## config.mk

```make
export PLATFORM = sky130hd
export DESIGN_NAME = ecph_port
export DESIGN_NICKNAME = d
export VERILOG_FILES = /design/src/hdl/ecph_pkg.sv /design/src/hdl/ecph_stream_if.sv /design/src/hdl/ecph_rev_buf.sv /design/src/hdl/ecph_port.sv
export SDC_FILE = /design/constraint.sdc
export NUM_CORES = 1
export LEC_CHECK = 0
export ABC_AREA = 1
export BUFFER_PORTS_ARGS = -buffer_cell sky130_fd_sc_hd__buf_4
export CORE_MARGIN = 1.5
export CORE_UTILIZATION = 47
export DETAILED_ROUTE_END_ITERATION = 10
export GPL_TIMING_DRIVEN = 0
export PLACE_DENSITY = 0.74
export SLEW_MARGIN = 25
export SYNTH_ARGS = -nofsm -noshare
export SYNTH_HDL_FRONTEND = slang
export SYNTH_SLANG_ARGS = --single-unit
```

## constraint.sdc

```tcl
create_clock -name clk -period 1.59 [get_ports clk]
set_input_delay 0.0795 -clock clk [delete_from_list [all_inputs] [get_ports clk]]
set_output_delay 0.0795 -clock clk [all_outputs]
set_load 0.01 [all_outputs]
```

## src/hdl/ecph_pkg.sv

```systemverilog
// shared constants and types for the ecp host-side handshake block
package ecph_pkg;

  // ==========================================================================
  // widths and sizes
  localparam int unsigned ECPH_DATA_W    = 8;   // parallel data lines
  localparam int unsigned ECPH_WORD_W    = 9;   // data plus command flag
  localparam int unsigned ECPH_BUF_DEPTH = 2;   // reverse path buffer entries
  localparam int unsigned ECPH_SYNC_W    = 13;  // 8 data + 5 status inputs

  // ==========================================================================
  // field positions inside a buffered reverse word
  localparam int unsigned ECPH_CMD_BIT   = 8;   // command flag position

  // ==========================================================================
  // field positions inside the synchronised input vector
  localparam int unsigned ECPH_IN_BUSY   = 8;   // peripheral ack / busy
  localparam int unsigned ECPH_IN_ACK    = 9;   // byte ack, active low
  localparam int unsigned ECPH_IN_ACKREV = 10;  // direction ack, active low
  localparam int unsigned ECPH_IN_PREQ   = 11;  // peripheral request, low
  localparam int unsigned ECPH_IN_SEL    = 12;  // printer on line

  // ==========================================================================
  // reset values
  localparam logic [ECPH_DATA_W-1:0] ECPH_DATA_RST = 8'h00;
  // acks and request idle high, so no false request follows reset
  localparam logic [ECPH_SYNC_W-1:0] ECPH_SYNC_RST = 13'h0E00;
  localparam logic                   ECPH_PIN_IDLE = 1'b1;     // strobes high

  // ==========================================================================
  // handshake states
  typedef enum logic [2:0]
  {
    ECPH_FWD_IDLE = 3'b000,  // forward, waiting for a byte to send
    ECPH_FWD_STRB = 3'b001,  // strobe low, waiting for busy high
    ECPH_FWD_REL  = 3'b010,  // strobe high, waiting for busy low
    ECPH_TO_REV   = 3'b011,  // direction low, waiting for reverse ack
    ECPH_REV_IDLE = 3'b100,  // reverse, waiting for byte ack low
    ECPH_REV_TAKE = 3'b101,  // host ack high, waiting for byte ack high
    ECPH_TO_FWD   = 3'b110   // direction high, waiting for reverse ack off
  } ecph_state_t;

endpackage : ecph_pkg

```

## src/hdl/ecph_stream_if.sv

```systemverilog
// valid/ready word stream between the port logic and its buffer
`timescale 1ns/1ps
`default_nettype none

interface ecph_stream_if #(parameter int unsigned W = 9);
  logic         valid;  // word offered
  logic         ready;  // word accepted
  logic [W-1:0] data;   // word payload

  // producer side
  modport src (output valid, output data, input ready);
  // consumer side
  modport snk (input valid, input data, output ready);
endinterface : ecph_stream_if

`default_nettype wire

```

## src/hdl/ecph_rev_buf.sv

```systemverilog
// two-entry valid/ready buffer on the reverse data path
`timescale 1ns/1ps
`default_nettype none

module ecph_rev_buf
  import ecph_pkg::*;
#(
  parameter int unsigned W     = ECPH_WORD_W,
  parameter int unsigned DEPTH = ECPH_BUF_DEPTH
)
(
  input  wire logic clk,
  input  wire logic rst,
  ecph_stream_if.snk in_s,
  ecph_stream_if.src out_s
);

  // ==========================================================================
  // storage and pointers
  localparam int unsigned PW = (DEPTH > 1) ? $clog2(DEPTH) : 1;
  localparam int unsigned CW = $clog2(DEPTH + 1);

  logic [W-1:0]  mem_ff [DEPTH];   // entry array
  logic [PW-1:0] wr_ptr_ff;        // next slot to fill
  logic [PW-1:0] rd_ptr_ff;        // oldest slot
  logic [CW-1:0] cnt_ff;           // entries held
  logic [PW-1:0] nxt_wr_ptr;
  logic [PW-1:0] nxt_rd_ptr;
  logic [CW-1:0] nxt_cnt;
  logic          push;             // accepted write
  logic          pop;              // accepted read

  // honest full and empty flags drive the handshakes
  assign in_s.ready  = (cnt_ff != CW'(DEPTH));
  assign out_s.valid = (cnt_ff != '0);
  assign out_s.data  = mem_ff[rd_ptr_ff];
  assign push        = in_s.valid & in_s.ready;
  assign pop         = out_s.valid & out_s.ready;

  // pointer wrap, works for depths that are not a power of two
  function automatic logic [PW-1:0] ptr_inc(input logic [PW-1:0] p);
    ptr_inc = (p == PW'(DEPTH - 1)) ? '0 : p + PW'(1);
  endfunction

  // next pointer and count values
  always_comb
  begin
    nxt_wr_ptr = push ? ptr_inc(wr_ptr_ff) : wr_ptr_ff;
    nxt_rd_ptr = pop ? ptr_inc(rd_ptr_ff) : rd_ptr_ff;
    nxt_cnt    = cnt_ff + CW'(push) - CW'(pop);
  end

  // register pointers; data array needs no reset, gated by count
  always_ff @(posedge clk or posedge rst)
  begin
    if (rst)
    begin
      wr_ptr_ff <= '0;
      rd_ptr_ff <= '0;
      cnt_ff    <= '0;
    end
    else
    begin
      wr_ptr_ff <= nxt_wr_ptr;
      rd_ptr_ff <= nxt_rd_ptr;
      cnt_ff    <= nxt_cnt;
    end
  end

  // write port of the entry array
  always_ff @(posedge clk)
  begin
    if (push)
    begin
      mem_ff[wr_ptr_ff] <= in_s.data;
    end
  end

endmodule // ecph_rev_buf

`default_nettype wire

```

## src/hdl/ecph_port.sv

```systemverilog
// host-side ecp parallel port handshake engine
`timescale 1ns/1ps
`default_nettype none

module ecph_port
  import ecph_pkg::*;
#(
  parameter int unsigned DW = ECPH_DATA_W
)
(
  input  wire logic          clk,
  input  wire logic          rst,
  // control from the port logic
  input  wire logic          ecp_en,        // ecp mode active
  input  wire logic          want_rev,      // host chooses reverse
  output logic               dir_rev,       // channel is reverse
  output logic               err_irq,       // peripheral request seen
  output logic               online,        // printer on line
  // forward byte stream
  input  wire logic          fwd_valid,
  output logic               fwd_ready,
  input  wire logic [DW-1:0] fwd_data,
  input  wire logic          fwd_cmd,       // byte is address/command
  // reverse byte stream
  output logic               rev_valid,
  input  wire logic          rev_ready,
  output logic [DW-1:0]      rev_data,
  output logic               rev_cmd,       // byte is command info
  // parallel pins
  output logic               strobe_n,
  output logic               host_ack,
  output logic               dir_n,         // low selects reverse
  output logic               select_in_n,
  output logic [DW-1:0]      pdata_o,
  output logic               pdata_oe,
  input  wire logic [DW-1:0] pdata_i,
  input  wire logic          periph_ack,    // busy line
  input  wire logic          ack_n,
  input  wire logic          ack_rev_n,
  input  wire logic          periph_req_n,
  input  wire logic          select
);

  // ==========================================================================
  // input synchronisers
  // every pin crosses two flops; stage one feeds only stage two
  logic [ECPH_SYNC_W-1:0] sync1_ff;   // first stage, metastable
  logic [ECPH_SYNC_W-1:0] sync2_ff;   // second stage, safe to use
  logic [ECPH_SYNC_W-1:0] pins_raw;

  assign pins_raw = {select, periph_req_n, ack_rev_n, ack_n, periph_ack,
                     pdata_i};

  // two-flop chain for all inputs at once
  always_ff @(posedge clk or posedge rst)
  begin
    if (rst)
    begin
      sync1_ff <= ECPH_SYNC_RST;
      sync2_ff <= ECPH_SYNC_RST;
    end
    else
    begin
      sync1_ff <= pins_raw;
      sync2_ff <= sync1_ff;
    end
  end

  logic          s_busy;     // synced busy / peripheral ack
  logic          s_ack_n;    // synced byte ack
  logic          s_arev_n;   // synced reverse ack
  logic          s_preq_n;   // synced peripheral request
  logic          s_sel;      // synced select
  logic [DW-1:0] s_data;     // synced data lines

  assign s_busy   = sync2_ff[ECPH_IN_BUSY];
  assign s_ack_n  = sync2_ff[ECPH_IN_ACK];
  assign s_arev_n = sync2_ff[ECPH_IN_ACKREV];
  assign s_preq_n = sync2_ff[ECPH_IN_PREQ];
  assign s_sel    = sync2_ff[ECPH_IN_SEL];
  assign s_data   = sync2_ff[DW-1:0];

  // ==========================================================================
  // reverse buffer
  // a stalled consumer holds host ack low, so the peripheral waits
  ecph_stream_if #(.W(ECPH_WORD_W)) cap_s ();
  ecph_stream_if #(.W(ECPH_WORD_W)) drn_s ();

  ecph_rev_buf #(
    .W     (ECPH_WORD_W),
    .DEPTH (ECPH_BUF_DEPTH)
  ) u_rev_buf (
    .clk   (clk),
    .rst   (rst),
    .in_s  (cap_s),
    .out_s (drn_s)
  );

  assign rev_valid     = drn_s.valid;
  assign drn_s.ready   = rev_ready;
  assign rev_data      = drn_s.data[DW-1:0];
  assign rev_cmd       = drn_s.data[ECPH_CMD_BIT];

  // ==========================================================================
  // handshake state machine
  ecph_state_t   state_ff;     // current step
  ecph_state_t   nxt_state;
  logic [DW-1:0] pdata_ff;     // forward byte on the lines
  logic [DW-1:0] nxt_pdata;
  logic          strobe_n_ff;  // forward strobe
  logic          nxt_strobe_n;
  logic          hack_ff;      // host ack pin level
  logic          nxt_hack;
  logic          dir_n_ff;     // direction pin level
  logic          nxt_dir_n;
  logic          oe_ff;        // data line drive enable
  logic          nxt_oe;
  logic          cap_push;     // reverse byte captured

  // forward take: idle, peripheral not busy, channel forward
  assign fwd_ready = (state_ff == ECPH_FWD_IDLE) & ecp_en & ~want_rev &
                     ~s_busy & s_arev_n;

  // capture when the peripheral offers a byte and there is room
  assign cap_push   = (state_ff == ECPH_REV_IDLE) & ~s_ack_n & cap_s.ready;
  assign cap_s.valid = cap_push;
  // busy low in reverse marks command information
  assign cap_s.data  = {~s_busy, s_data};

  // next-step logic
  always_comb
  begin
    nxt_state    = state_ff;
    nxt_pdata    = pdata_ff;
    nxt_strobe_n = strobe_n_ff;
    nxt_hack     = hack_ff;
    nxt_dir_n    = dir_n_ff;
    nxt_oe       = oe_ff;
    case (state_ff)
      ECPH_FWD_IDLE:
      begin
        nxt_strobe_n = ECPH_PIN_IDLE;
        nxt_dir_n    = 1'b1;
        // drive only while reverse ack says forward
        nxt_oe       = ecp_en & s_arev_n;
        // peripheral request never turns the bus by itself
        if (ecp_en && want_rev)
        begin
          nxt_oe    = 1'b0;     // release lines before turning
          nxt_hack  = 1'b0;
          nxt_dir_n = 1'b0;
          nxt_state = ECPH_TO_REV;
        end
        else if (fwd_valid && fwd_ready)
        begin
          nxt_pdata    = fwd_data;
          // host ack low flags an address/command byte
          nxt_hack     = ~fwd_cmd;
          nxt_strobe_n = 1'b0;
          nxt_state    = ECPH_FWD_STRB;
        end
      end
      ECPH_FWD_STRB:
      begin
        // hold strobe until the peripheral shows busy
        if (s_busy)
        begin
          nxt_strobe_n = ECPH_PIN_IDLE;
          nxt_state    = ECPH_FWD_REL;
        end
      end
      ECPH_FWD_REL:
      begin
        // next byte only after busy falls again
        if (!s_busy)
        begin
          nxt_state = ECPH_FWD_IDLE;
        end
      end
      ECPH_TO_REV:
      begin
        // wait for the peripheral to acknowledge reverse
        if (!s_arev_n)
        begin
          nxt_state = ECPH_REV_IDLE;
        end
      end
      ECPH_REV_IDLE:
      begin
        nxt_oe = 1'b0;
        if (cap_push)
        begin
          // raise host ack once the byte is held
          nxt_hack  = 1'b1;
          nxt_state = ECPH_REV_TAKE;
        end
        else if (!want_rev || !ecp_en)
        begin
          nxt_dir_n = 1'b1;
          nxt_state = ECPH_TO_FWD;
        end
      end
      ECPH_REV_TAKE:
      begin
        // drop host ack only after ack rises: interlock
        if (s_ack_n)
        begin
          nxt_hack  = 1'b0;
          nxt_state = ECPH_REV_IDLE;
        end
      end
      ECPH_TO_FWD:
      begin
        // lines stay released until reverse ack returns high
        if (s_arev_n)
        begin
          nxt_hack  = 1'b1;
          nxt_state = ECPH_FWD_IDLE;
        end
      end
      default:
      begin
        nxt_state = ECPH_FWD_IDLE;
      end
    endcase
  end

  // register the handshake step and the pin levels
  always_ff @(posedge clk or posedge rst)
  begin
    if (rst)
    begin
      state_ff    <= ECPH_FWD_IDLE;
      pdata_ff    <= ECPH_DATA_RST;
      strobe_n_ff <= ECPH_PIN_IDLE;
      hack_ff     <= ECPH_PIN_IDLE;
      dir_n_ff    <= ECPH_PIN_IDLE;
      oe_ff       <= 1'b0;
    end
    else
    begin
      state_ff    <= nxt_state;
      pdata_ff    <= nxt_pdata;
      strobe_n_ff <= nxt_strobe_n;
      hack_ff     <= nxt_hack;
      dir_n_ff    <= nxt_dir_n;
      oe_ff       <= nxt_oe;
    end
  end

  // ==========================================================================
  // status outputs
  logic err_ff;      // error interrupt condition
  logic nxt_err;
  logic online_ff;   // printer on line
  logic nxt_online;

  // request only counts while the channel runs forward
  always_comb
  begin
    nxt_err    = ecp_en & dir_n_ff & ~s_preq_n;
    nxt_online = s_sel;
  end

  // register the status levels
  always_ff @(posedge clk or posedge rst)
  begin
    if (rst)
    begin
      err_ff    <= 1'b0;
      online_ff <= 1'b0;
    end
    else
    begin
      err_ff    <= nxt_err;
      online_ff <= nxt_online;
    end
  end

  // ==========================================================================
  // pin drive
  assign strobe_n    = strobe_n_ff;  // peripheral latches on fall
  assign host_ack    = hack_ff;
  assign dir_n       = dir_n_ff;
  assign select_in_n = ECPH_PIN_IDLE;  // never asserted here
  assign pdata_o     = pdata_ff;
  // peripheral may drive only while host ack low in reverse
  assign pdata_oe    = oe_ff;
  assign dir_rev     = ~dir_n_ff;
  assign err_irq     = err_ff;
  assign online      = online_ff;

endmodule // ecph_port

`default_nettype wire

```

==> impl_metrics.ini <==
[die]
dieArea_um2 = 5550
rows = 25
dieHeight_um = 74.5
initial_core_util = 0.499
io_pins = 55
die_width_um = 74.5
core_area_um2 = 4820

[logic_synthesis]
yosys.area.top_type_share = 0.395
synth-edff-count = 18
yosysMostFrequentCell = nand2_1
ys_ff_latch = 65
ys_top_cells_by_count = nand2_1 (60), dfrtp_1 (38), edfxtp_1 (18), inv_1 (18), o21ai_1 (11)
ys_types = 28
syn_nets = 239
syn_area_um2 = 2400
async_flop_share = 0.723
yosysWarningCount = 0
synth_ff_type = dfrtp_1
avgSynthCellArea_um2 = 11.5
synth_top_area_cell = dfrtp_1
syn_inst = 209
yosysSeqAreaShare = 0.719
synthTopCellsByArea = dfrtp_1 (40%), edfxtp_1 (22%), dfstp_2 (9.8%), nand2_1 (9.4%), inv_1 (2.8%)

[hold_path]
min_path_cells = 4
min_to = host_ack
hp-start = fwd_cmd
hold_class = in -> reg

[timing]
fin_skew_ns = 0.00885
fmax_mhz = 653
finalSetupViolations = 0
period_minus_slack_ns = 1.53
slew_viol_final = 0
fin_ws_ns = 0.0575
grt_setup_unrepaired = true
period_share = 0.964
hold_viol = 0

[clock_network]
clockBufferDepth = 2
numCtsBuffers = 9
cts-root-buf = clkbuf_8
cts_tree = yes
cts.sinks = 65
worstSkewPairLatency_ns = 0.34
path_clk_slew_ns = 0.07
cts_max_level = 3

[place]
gp_congestion = 0.839
placed_area_um2 = 2910
io_buffer_count = 53
dp_hpwl_um = 2940
dp_slack_ns = -0.524

[global_routing]
track_usage = 0.205
grt_pass1_vias = 1756
grt_pass1_wl_um = 8040
antenna_found_initial = 0
grt-ovfl-total = 0
grt_max_degree = 31

[setup_path]
r2r-start = u_rev_buf.cnt_ff[0]
worst_setup_path_end_kind = flip-flop
cp.required_ns = 1.85
reg2reg_to = u_rev_buf.cnt_ff[1]
worst-path-max-fanout = 2
reg2reg_slack_ns = 0.06
arrival_ns = 1.79
path_class = reg -> reg
crit_path_start_kind = flip-flop
r2r_cells = 9

[pwr]
swShare = 0.344
seqPwrFrac = 0.438
irDropWorstVdd_uv = 911
power_density_nw_per_um2 = 1530
comb_power_share = 0.337
clkPwrFrac = 0.225
power_switching_mw = 1.80
power.internal_mw = 3.43
leakage_nw = 1.65

[finish]
area_growth_syn_to_layout_pct = 42.4
register_area_um2 = 1730
drive_gt1_frac = 0.383
antenna_cells = 0
fillers = 351
multiInputGateArea_um2 = 579
fin_area_um2 = 3420
fin_nets = 336

[route]
wl_um = 4960
dr.pass1.iters = 4
postRouteAntennaNets = 0
drt_iter0_drc = 99
vias = 1725
drc = 0
routed_via_density = 4.56
wl_per_cell_um = 13.1

[run]
max_cap_violations = 0

[outcome]
status = complete, no violations
state kept, by name, summed over array words and instances (netlist names):
register and cells:
u_rev_buf.mem_ff 18, sync1_ff 13, sync2_ff 13, pdata_o 8, state_ff 3, u_rev_buf.cnt_ff 2, dir_n 1, err_irq 1
host_ack 1, online 1, pdata_oe 1, strobe_n 1, u_rev_buf.rd_ptr_ff 1, u_rev_buf.wr_ptr_ff 1
cell usage in the layout (no fill, tap or decap), types with 2 or more instances in the layout:
| master | count |
|---|---|
| inv_2 | 11 |
| dfstp_2 | 9 |
| nand2_2 | 4 |
| dfrtp_2 | 2 |
| nor2_1 | 5 |
| buf_12 | 2 |
| clkinv_2 | 4 |
| nand3_1 | 9 |
| edfxtp_1 | 18 |
| nor2_2 | 2 |
| xor2_1 | 3 |
| clkbuf_1 | 2 |
| dfrtp_1 | 36 |
| nor2_4 | 5 |
| inv_1 | 16 |
| clkbuf_8 | 9 |
| o21ai_1 | 11 |
| nor3_1 | 2 |
| o21ai_0 | 2 |
| nand2_1 | 58 |
| dlygate4sd3_1 | 23 |
| buf_4 | 64 |
cell type report:
cell class	count	share of cell area
Sequential cell	65	0.505
Clock buffer	11	0.0384
Tap cell	67	0.0245
Inverter	30	0.0340
Buffer	2	0.00438
Multi-Input combinational cell	111	0.169
Timing Repair Buffer	87	0.215
Clock inverter	5	0.00950
power groups by stage:
stage | clock (mW) | sequential, mW | combinational, mW
floorplan | 0 | 2.29 | 0.905
global placement | 0 | 2.25 | 1.56
detailed placement | 0 | 2.25 | 1.61
CTS | 1.20 | 2.27 | 1.68
global route | 1.30 | 2.32 | 1.97
finish | 1.18 | 2.29 | 1.77
how the worst max path moves through the flow:
stage / start / end / slack, ns / cells past startpoint
CTS: state_ff[0] / u_rev_buf.mem_ff[1][2] / 0.006 / 8
finish: u_rev_buf.cnt_ff[0] / u_rev_buf.cnt_ff[1] / 0.06 / 9
global route: sync2_ff[10] / pdata_o[4] / -0.01 / 7
global placement: state_ff[0] / u_rev_buf.mem_ff[1][6] / -0.46 / 7
floorplan: state_ff[0] / u_rev_buf.mem_ff[1][0] / -0.16 / 7
detailed placement: state_ff[0] / u_rev_buf.mem_ff[0][5] / -0.52 / 7
critical path: stages (launching register included):
cell and delay, ns:
dfrtp_1 0.40, inv_2 0.06, nand2_1 0.07, nand2_2 0.08, inv_1 0.05, ha_1 0.26
inv_1 0.04, ha_2 0.17, xnor2_1 0.18, xor2_1 0.16
logic make-up (layout without fill, tap and decap cells):
logic type,Yosys count,after routing,synth area share
adder cells (fa/ha/maj),2,2,0.0104
AO/OA/AOI/OAI,16,16,0.0406
XOR/XNOR,4,4,0.0146
flip-flops,65,65,0.719
buffers and inverters,33,135,0.0551
AND/OR/NAND/NOR,88,88,0.159
other,1,1,0.00156
per-stage QoR:
step / cells / hold slack, ns / util / setup TNS [ns] / power [mW]
finish: 378 / 0.0286 / 0.711 / 0 / 5.23
global route: 378 / 0.0395 / 0.711 / -0.0239 / 5.59
CTS: 373 / 0.0122 / 0.699 / 0 / 5.15
detailed placement: 330 / 0.0948 / 0.603 / -9.41 / 3.86
global placement: 329 / 0.188 / 0.599 / -14.70 / 3.81
floorplan: 209 / 0.0840 / - / -2.94 / 3.20
layer usage:
metal | track usage | part of all wire | up-vias
met2 | 0.332 | 0.51 | 47
met1 | 0.244 | 0.41 | 816
met3 | 0.0759 | 0.057 | 7
met5 | 0 | 0 | -
li1 | - | - | 855
met4 | 0.0970 | 0.017 | 0
timing repair:
action	4_1_cts	5_1_grt
setup endpoints to repair	27	24
resized for setup	6	8
pin swaps	3	6
buffers inserted	5	5
hold endpoints to repair	39	0
cloned	0	0
hold buffers	23	0
(Power assumes the default switching activity.)
